### config.mk
export PLATFORM = sky130hd
export DESIGN_NAME = aira_i2c_target
export DESIGN_NICKNAME = d
export VERILOG_FILES = /design/src/rtl/aira_i2c_target.v
export VERILOG_INCLUDE_DIRS = /design/src /design/src/rtl
export SDC_FILE = /design/constraint.sdc
export NUM_CORES = 1
export LEC_CHECK = 0
export BUFFER_PORTS_ARGS = -buffer_cell sky130_fd_sc_hd__clkbuf_2
export CAP_MARGIN = 25
export CELL_PAD_IN_SITES_DETAIL_PLACEMENT = 0
export CELL_PAD_IN_SITES_GLOBAL_PLACEMENT = 1
export CORE_MARGIN = 4
export CORE_UTILIZATION = 46
export CTS_BUF_LIST = sky130_fd_sc_hd__clkbuf_8 sky130_fd_sc_hd__clkbuf_16
export DETAILED_ROUTE_END_ITERATION = 10
export GPL_TIMING_DRIVEN = 0
export PLACE_DENSITY = 0.88
export SYNTH_ARGS = -nofsm -noshare
export SYNTH_HDL_FRONTEND = slang
export SYNTH_SLANG_ARGS = --single-unit
### constraint.sdc
create_clock -name ref_clk -period 2.27 [get_ports ref_clk]
set_input_delay 0.227 -clock ref_clk [delete_from_list [all_inputs] [get_ports ref_clk]]
set_output_delay 0.227 -clock ref_clk [all_outputs]
set_load 0.01 [all_outputs]
### src/rtl/aira_defines.vh
// constants for the converter i2c register access block
`ifndef AIRA_DEFINES_VH
`define AIRA_DEFINES_VH
// ******************************
// bus addresses, one per select strap
// ******************************
`define AIRA_ADDR_GND 7'h48
`define AIRA_ADDR_VDD 7'h49
`define AIRA_ADDR_SDA 7'h4a
`define AIRA_ADDR_SCL 7'h4b
// strap encodings of the address-select pin
`define AIRA_SEL_GND 2'h0
`define AIRA_SEL_VDD 2'h1
`define AIRA_SEL_SDA 2'h2
`define AIRA_SEL_SCL 2'h3
// ******************************
// register pointer values
// ******************************
`define AIRA_PTR_RESULT 2'h0
`define AIRA_PTR_CONFIG 2'h1
// ******************************
// reset values
// ******************************
`define AIRA_CONFIG_RST 16'h8583
`define AIRA_PTR_RST    2'h0
`endif

### src/rtl/aira_i2c_target.v
// i2c target register access for a small converter
`timescale 1ns/1ps
`default_nettype none
`include "aira_defines.vh"
module aira_i2c_target (
	input  wire        ref_clk,
	input  wire        rst_n,
	input  wire [1:0]  addr_sel,
	input  wire        scl_in,
	output wire        scl_out,
	output wire        scl_oe,
	input  wire        sda_in,
	output wire        sda_out,
	output wire        sda_oe,
	input  wire [15:0] result_data,
	output wire [15:0] config_out,
	output wire        config_wr,
	output wire [1:0]  pointer_out,
	output wire        busy
);
	// ******************************
	// states
	// ******************************
	localparam [2:0] ST_IDLE = 3'h0; // waiting for start
	localparam [2:0] ST_ADDR = 3'h1; // shifting address byte
	localparam [2:0] ST_AACK = 3'h2; // address acknowledge slot
	localparam [2:0] ST_WR   = 3'h3; // shifting a written byte
	localparam [2:0] ST_WACK = 3'h4; // written byte acknowledge slot
	localparam [2:0] ST_RD   = 3'h5; // driving a read byte
	localparam [2:0] ST_RACK = 3'h6; // controller acknowledge slot
	localparam [2:0] ST_SKIP = 3'h7; // not ours or read over, released till start or stop

	// ******************************
	// functions
	// ******************************
	// bus address for a strap setting
	function [6:0] sel_addr;
		input [1:0] sel;
		begin
			case (sel)
				`AIRA_SEL_GND: sel_addr = `AIRA_ADDR_GND;
				`AIRA_SEL_VDD: sel_addr = `AIRA_ADDR_VDD;
				`AIRA_SEL_SDA: sel_addr = `AIRA_ADDR_SDA;
				default:       sel_addr = `AIRA_ADDR_SCL;
			endcase
		end
	endfunction
	// register contents for a pointer value
	function [15:0] reg_pick;
		input [1:0]  ptr;
		input [15:0] res;
		input [15:0] cfg;
		begin
			case (ptr)
				`AIRA_PTR_RESULT: reg_pick = res;
				`AIRA_PTR_CONFIG: reg_pick = cfg;
				default:          reg_pick = 16'h0000;
			endcase
		end
	endfunction

	// ******************************
	// registers
	// ******************************
	reg [2:0]  state_reg;    // protocol state
	reg [2:0]  bitcnt_reg;   // bit index within byte
	reg [7:0]  shift_reg;    // byte shifter
	reg [1:0]  ptr_reg;      // register pointer
	reg [15:0] cfg_reg;      // configuration register
	reg [15:0] rd_reg;       // snapshot of register being read
	reg [1:0]  wcnt_reg;     // written bytes after address
	reg [7:0]  upper_reg;    // held upper data byte
	reg        rdlow_reg;    // low byte phase of read
	reg        sda_oe_reg;   // data line pulled low
	reg        cfg_wr_reg;   // configuration write pulse
	reg        scl_d_reg;    // clock history
	reg        sda_d_reg;    // data history
	reg [1:0]  strap_reg;    // address strap caught after reset
	reg        strap_ok_reg; // strap captured
	reg        byte_rdy_reg; // eighth bit in, byte acted on at clock fall

	// line events, inputs taken synchronous to ref_clk
	wire scl_rise = scl_in & ~scl_d_reg;
	wire scl_fall = ~scl_in & scl_d_reg;
	// start and stop only while clock high
	wire start_ev = scl_in & scl_d_reg & sda_d_reg & ~sda_in;
	wire stop_ev  = scl_in & scl_d_reg & ~sda_d_reg & sda_in;
	wire [7:0] rx_byte = {shift_reg[6:0], sda_in};
	wire [15:0] sel_reg = reg_pick(ptr_reg, result_data, cfg_reg);

	// ******************************
	// strap capture, clocked after reset release
	// ******************************
	always @(posedge ref_clk or negedge rst_n) begin
		if (!rst_n) begin
			strap_reg    <= 2'h0;
			strap_ok_reg <= 1'b0;
		end else if (!strap_ok_reg) begin
			strap_reg    <= addr_sel;
			strap_ok_reg <= 1'b1;
		end
	end

	// ******************************
	// protocol engine
	// ******************************
	// bits sampled on clock rise, data changed on clock fall; no fixed
	// timing, so any bus speed slower than ref_clk sampling works
	always @(posedge ref_clk or negedge rst_n) begin
		if (!rst_n) begin
			state_reg  <= ST_IDLE;
			bitcnt_reg <= 3'h0;
			shift_reg  <= 8'h00;
			ptr_reg    <= `AIRA_PTR_RST;
			cfg_reg    <= `AIRA_CONFIG_RST;
			rd_reg     <= 16'h0000;
			wcnt_reg   <= 2'h0;
			upper_reg  <= 8'h00;
			rdlow_reg  <= 1'b0;
			sda_oe_reg <= 1'b0;
			cfg_wr_reg <= 1'b0;
			byte_rdy_reg <= 1'b0;
			scl_d_reg  <= 1'b1;
			sda_d_reg  <= 1'b1;
		end else begin
			scl_d_reg  <= scl_in;
			sda_d_reg  <= sda_in;
			cfg_wr_reg <= 1'b0;
			if (stop_ev) begin
				// end of frame; pointer kept for next frame
				state_reg  <= ST_IDLE;
				sda_oe_reg <= 1'b0;
			end else if (start_ev) begin
				// start or repeated start
				state_reg  <= ST_ADDR;
				bitcnt_reg <= 3'h0;
				wcnt_reg   <= 2'h0;
				sda_oe_reg <= 1'b0;
				// a byte cut by a start must not be decoded later
				byte_rdy_reg <= 1'b0;
			end else begin
				case (state_reg)
					ST_IDLE: begin
						sda_oe_reg <= 1'b0;
					end
					ST_ADDR, ST_WR: begin
						if (scl_rise) begin
							shift_reg  <= rx_byte;
							bitcnt_reg <= bitcnt_reg + 3'h1;
							if (bitcnt_reg == 3'h7) begin
								// eighth bit in; the answer waits for the clock fall
								byte_rdy_reg <= 1'b1;
								if (state_reg == ST_WR) begin
									// pointer, upper, lower; later pairs rewrite the register
									if (wcnt_reg == 2'h2) begin
										wcnt_reg <= 2'h1;
									end else begin
										wcnt_reg <= wcnt_reg + 2'h1;
									end
									if (wcnt_reg == 2'h0) begin
										ptr_reg <= rx_byte[1:0];
									end else if (wcnt_reg == 2'h1) begin
										upper_reg <= rx_byte;
									end else if (ptr_reg == `AIRA_PTR_CONFIG) begin
										cfg_reg    <= {upper_reg, rx_byte};
										cfg_wr_reg <= 1'b1;
									end
								end
							end
						end else if (scl_fall && byte_rdy_reg) begin
							byte_rdy_reg <= 1'b0;
							if (state_reg == ST_WR) begin
								// every written byte is acknowledged, result writes too
								sda_oe_reg <= 1'b1;
								state_reg  <= ST_WACK;
							end else if (shift_reg[7:1] == sel_addr(strap_reg)) begin
								sda_oe_reg <= 1'b1;
								state_reg  <= ST_AACK;
							end else begin
								state_reg  <= ST_SKIP;
							end
						end
					end
					ST_AACK: begin
						if (scl_fall) begin
							bitcnt_reg <= 3'h0;
							if (shift_reg[0]) begin
								// read: snapshot, drive upper bit 15
								rd_reg     <= sel_reg;
								rdlow_reg  <= 1'b0;
								sda_oe_reg <= ~sel_reg[15];
								state_reg  <= ST_RD;
							end else begin
								sda_oe_reg <= 1'b0;
								wcnt_reg   <= 2'h0;
								state_reg  <= ST_WR;
							end
						end
					end
					ST_WACK: begin
						if (scl_fall) begin
							sda_oe_reg <= 1'b0;
							bitcnt_reg <= 3'h0;
							state_reg  <= ST_WR;
						end
					end
					ST_RD: begin
						if (scl_fall) begin
							bitcnt_reg <= bitcnt_reg + 3'h1;
							if (bitcnt_reg == 3'h7) begin
								sda_oe_reg <= 1'b0;
								state_reg  <= ST_RACK;
							end else begin
								sda_oe_reg <= ~rd_reg[4'hf - {1'b0, bitcnt_reg} - 4'h1];
							end
						end
					end
					ST_RACK: begin
						if (scl_rise) begin
							if (sda_in || rdlow_reg) begin
								state_reg <= ST_SKIP; // nack or both bytes sent
							end else begin
								rdlow_reg <= 1'b1;
								rd_reg    <= {rd_reg[7:0], 8'h00}; // lower byte next
							end
						end else if (scl_fall && rdlow_reg) begin
							bitcnt_reg <= 3'h0;
							sda_oe_reg <= ~rd_reg[15];
							state_reg  <= ST_RD;
						end
					end
					ST_SKIP: begin
						sda_oe_reg <= 1'b0;
					end
					default: begin
						state_reg <= ST_IDLE;
					end
				endcase
			end
		end
	end

	// ******************************
	// outputs
	// ******************************
	// the clock line is input only: never driven, so never stretched
	assign scl_out     = 1'b0;
	assign scl_oe      = 1'b0;
	assign sda_out     = 1'b0; // open drain, only pulls low
	assign sda_oe      = sda_oe_reg;
	assign config_out  = cfg_reg;
	assign config_wr   = cfg_wr_reg;
	assign pointer_out = ptr_reg;
	assign busy        = (state_reg != ST_IDLE);
endmodule // aira_i2c_target
`default_nettype wire

Yosys cells after proc, flatten, opt, wreduce, memory -nomap -nowiden
Index checks and enable logic that the tools add are counted.

Bitwise gates (word level): 18. $add $sub $neg: 4. Equal/unequal tests: 39. Reductions and logical operators: 27. Order comparisons: 1. Mux-type cells: 78.

Operator list (number): 2-to-1 mux 16 bit (4); one-hot mux 16 bit (2 select lines) (2); 2-to-1 mux 3 bit (20); 2-to-1 mux 7 bit (6); 2-to-1 mux 1 bit (32); != test 4 bit (second input constant) (8); AND reduction 7 bit (4); != test 3 bit (second input constant) (8); AND reduction 9 bit (2); AND reduction 8 bit (2); == test 3 bit (second input constant) (5); != test 5 bit (second input constant) (3); one-hot mux 3 bit (5 select lines) (1); 2-to-1 mux 2 bit (7); one-hot mux 3 bit (4 select lines) (1); inverter 1 bit (11); nonzero test 3 bit (3); != test 2 bit (second input constant) (4); AND reduction 4 bit (2); bitwise AND 1 bit (7); == test 7 bit (1); nonzero test 7 bit (1); == test 2 x 1 -> 1 bit (second input constant) (3); == test 3 x 2 -> 1 bit (second input constant) (2); other kinds (20) (28).

Logic and storage cells: 183. Output and inout port bits: 24. Register bits after elaboration: 67.

Longest topological paths before layout
Depth after elaboration: 16. Depth in mapped cells: 7. Gate-level depth less buffers: 6.

Worst setup path before layout
No wires, ideal clock.

Path kind: register -> register. From: register bitcnt_reg[1]. To: register cfg_reg[11], in the netlist config_out[11]. Period minus slack after synthesis: 1.916 ns. Buffers on the path: 1. Slack: 0.354 ns. Data arrival time: 1.791 ns. Library setup time: 0.125 ns. Data required time: 2.145 ns. Stages on the path, launching flop included: 7. Cells stage by stage: dfrtp_1 -> ha_1 -> ha_1 -> nand4_4 -> nor3_4 -> buf_6 -> mux2_2.

Word-level cells in the longest chain between the ends: 2.

Ends and longest elaborated chain: from (decl) (line aira_i2c_target.v:66) `reg [2:0] bitcnt_reg;`; from (signal assigned) (line aira_i2c_target.v:149) `bitcnt_reg <= bitcnt_reg + 3'h1;`; from (signal assigned) (line aira_i2c_target.v:209) `bitcnt_reg <= bitcnt_reg + 3'h1;`; == test 3 bit (line aira_i2c_target.v:150) `if (bitcnt_reg == 3'h7) begin`; AND reduction 9 bit (no source line); to (signal assigned) (line aira_i2c_target.v:115) `` cfg_reg <= `AIRA_CONFIG_RST; ``; to (signal assigned) (line aira_i2c_target.v:165) `cfg_reg <= {upper_reg, rx_byte};`; to (decl) (line aira_i2c_target.v:69) `reg [15:0] cfg_reg;`.

No other way between the ends. A chain may end at the register's enable or synchronous reset.

Worst setup path in the final report
From: input port sda_in. To: register state_reg[1].

Word-level cells in the longest chain between the ends: 4. Elaborated cells on any way between the ends: 16. Those cells by class: eq/ne: 8; mux: 2; bitwise: 3; reduce/logical: 3.

Ends and longest elaborated chain: from (decl) (line aira_i2c_target.v:12) `input wire sda_in,`; inverter 1 bit (line aira_i2c_target.v:86) `wire start_ev = scl_in & scl_d_reg & sda_d_reg & ~sda_in;`; bitwise AND 1 bit (line aira_i2c_target.v:86); != test 5 bit (no source line) (tied with other cells); AND reduction 9 bit (no source line) / 2-to-1 mux 3 bit (equally long branches); to (signal assigned) (line aira_i2c_target.v:111) `state_reg <= ST_IDLE;`; to (signal assigned) (line aira_i2c_target.v:131) `state_reg <= ST_IDLE;`; to (signal assigned) (line aira_i2c_target.v:135) `state_reg <= ST_ADDR;`; to (decl) (line aira_i2c_target.v:65) `reg [2:0] state_reg;`.

Several ways; a longest one is shown, not always the timed one.

==> metrics.md <==
| Metric | Value |
|---|---|
| Count of clock tree sinks | `67` |
| Nature of the critical path endpoint | `register` |
| Number of routed nets with antenna violations | `0` |
| Fraction of met1 tracks used by global routing | `0.238` |
| Required time of the critical path | `2500 ps` |
| Cell type with the largest total area after synthesis | `dfrtp_1` |
| Outcome | `completed` |
| Area fraction of the dominant cell type after synthesis | `0.428` |
| Via density per instance | `5.35` |
| Leakage power summed over all cells | `0.00189 uW` |
| Number of rows in the core area | `31` |
| Async set-or-reset flop fraction in the synthesized netlist | `1.00` |
| Flop2flop setup slack | `190 ps` |
| Ratio of cells with drive above 1 in the final layout | `0.389` |
| Area growth from synthesis to layout | `19.2%` |
| Skew-Pair Late Insertion Delay | `340 ps` |
| Minimum period implied by the final worst setup slack | `2090 ps` |
| Detailed-placement wirelength estimate | `5420 um` |
| Routability congestion estimate from global placement | `0.855` |
| Clock buffer count from CTS | `9` |
| Synth Warn # | `0` |
| Upper clock frequency limit | `0.477 GHz` |
| Number of global-route vias before repair | `2517` |
| Antenna diode count | `0` |
| Global-route wire length before repair | `12300 um` |
| Share of the cycle needed by the critical path after routing | `0.923` |
| Power per standard cell area | `991 mW/mm^2` |
| Crit path max fanout | `10` |
| Die area | `0.00895 sq mm` |
| Clock tree from TritonCTS | `built` |
| Number of antenna violations at the first check in global routing | `0` |
| Hold Vio Cnt, Final | `0` |
| Sequential element share of the synthesized area | `0.489` |
| DRC violation count after routing | `0` |
| Floorplan die height | `94.6 um` |
| Instance count of the mapped netlist | `293` |
| Effective utilization at floorplan | `0.476` |
| Largest cells by area after synthesis | `dfrtp_1 (43%), mux2_2 (13%), dfstp_2 (6.1%)` |
| Count of cell types in the netlist | `58` |
| Final cell area excluding filler cells | `0.00411 sq mm` |
| Data arrival time at the worst-slack endpoint | `2330 ps` |
| Top cells by count, synth | `dfrtp_1 (59), mux2_2 (40), nand2_1 (26)` |
| Cell area after technology mapping | `0.00345 sq mm` |
| RSZ-0062 raised after global routing | `false` |
| GR Util All Layers | `0.178` |
| Resized Gates After CTS | `0` |
| Max-cap violation count | `0` |
| Core area | `0.00725 sq mm` |
| Worst Setup Start Kind | `primary input` |
| Via count | `2456` |
| # port buffers | `42` |
| Maximum level of the CTS H-tree | `3` |
| Fin nets | `380` |
| Layout Utilization | `0.567` |
| Hold WC Path Type | `primary input to register` |
| Number of enable flip-flop cells after synthesis | `0` |
| Count of boundary I/O pins | `46` |
| Endpoints failing setup | `0` |
| Worst setup skew after layout | `12.3 ps` |
| Most utilized layer in the global route result | `met2` |
| CTS clk-pin slew, worst paths | `80 ps` |
| Met2 usage | `0.291` |
| Overall overflow remaining after global route | `0` |
| Total placed instance area | `0.00382 sq mm` |
| Bufs on Longest Clock Path | `2` |
| Floorplan die width | `94.6 um` |
| Fin. max-slew vios | `0` |
| VDD IR-drop max | `634 uV` |
| Most instantiated flip-flop cell in the synthesis netlist | `dfrtp_1` |
| Synth Area per Inst | `11.8 sq um` |
| Maximum number of pins on one net before global-route repair | `68` |
| Met3 global-route usage | `0.0390` |
| Routed length per instance | `16.3 um` |
| Number of fill cells in the layout | `629` |
| DRT iter0 DRCs | `65` |
| Fin Hold WS | `116 ps` |
| Drt total wl | `7470 um` |
| Most numerous cell in the Yosys netlist | `dfrtp_1` |
| Root cell of the clock tree | `clkbuf_8` |
| WS Path Type | `primary input to register` |
| Count of TritonRoute iterations in the first routing pass | `4` |
| Number of register bits inferred by synthesis | `67` |
==> layout by cell type (no fill, tap or decap), drive strengths merged, types with 2 or more instances in the layout <==
cell	instances
a21oi	10
o21ai	14
and4	2
clkbuf	57
o221ai	2
ha	3
buf	21
dfrtp	59
conb	4
nand3	4
mux2i	18
nand2	26
dlygate4sd3	3
dfstp	8
bufinv	2
or2	2
a31oi	2
nor2b	4
nor2	6
nor3	12
a32o	2
mux4	3
nand4b	2
nor3b	4
mux2	40
a21o	3
a221oi	2
nand4	2
o31ai	12
and2b	2
xnor2	4
inv	7
==> where the power goes <==
group / internal [uW] / leakage, uW / switching, uW
logic: 599 / 0.000911 / 713
registers: 1440 / 0.000862 / 200
clock network: 650 / 0.000114 / 475
==> per-stage QoR <==
step	TNS, ps	setup slack, ps	total power (uW)	cells
detailed placement	-32.5	-15.2	2960	437
finish	0	176	4080	459
global route	0	83.3	4320	459
CTS	0	23.9	4090	456
global placement	0	2.54	2910	436
floorplan	0	354	2620	295
==> per-layer routing <==
layer	vias to the layer above	part of all wire
met4	0	0.012
met2	48	0.49
met3	8	0.037
met1	1200	0.46
li1	1200	-
met5	-	0
==> cell families after synthesis <==
logic type	Yosys count	share of synthesized area
compound gates	59	0.121
xor+xnor	4	0.0123
fa+ha+maj	3	0.0109
buf+inv	27	0.0399
flops	67	0.489
mux	61	0.202
other cells	2	0.00218
simple gates	70	0.123
==> timing repair <==
| action | in CTS | in global routing |
|---|---|---|
| endpoints found under the hold margin | 61 | 0 |
| endpoints found under the setup margin | 6 | 17 |
| pin swaps | 1 | 2 |
| cloned | 0 | 0 |
| buffers inserted | 0 | 3 |
| hold buffers | 3 | 0 |
==> layout make-up <==
class                      count  area (sq um)  share of cell area
clock buffer                  10           138              0.0335
multi-input combinational    201          1630               0.397
tap                           99           124              0.0301
sequential                    67          1690               0.410
buffer                        22           119              0.0289
clock inverter                 6          88.8              0.0216
timing repair buffer          49           305              0.0742
inverter                       5          18.8             0.00456
==> path summary, 6_finish.rpt <==
path,from,to,depth (start not counted)
max reg2reg,shift_reg[3],sda_oe,5
min in group asynchronous,rst_n,byte_rdy_reg,3
max in group asynchronous,rst_n,config_out[7],3
min,addr_sel[0],strap_reg[0],2
min reg2reg,rd_reg[6],rd_reg[6],2
max,sda_in,state_reg[1],8
==> worst max-delay path, cell delays in order <==
cell           delay [ps]
dlygate4sd3_1         540
clkbuf_2              110
buf_4                 180
xnor2_2               170
a22oi_1               240
a221oi_2              110
a211oi_2              370
mux2_2                380
Power figures use the tool's default switching activity.
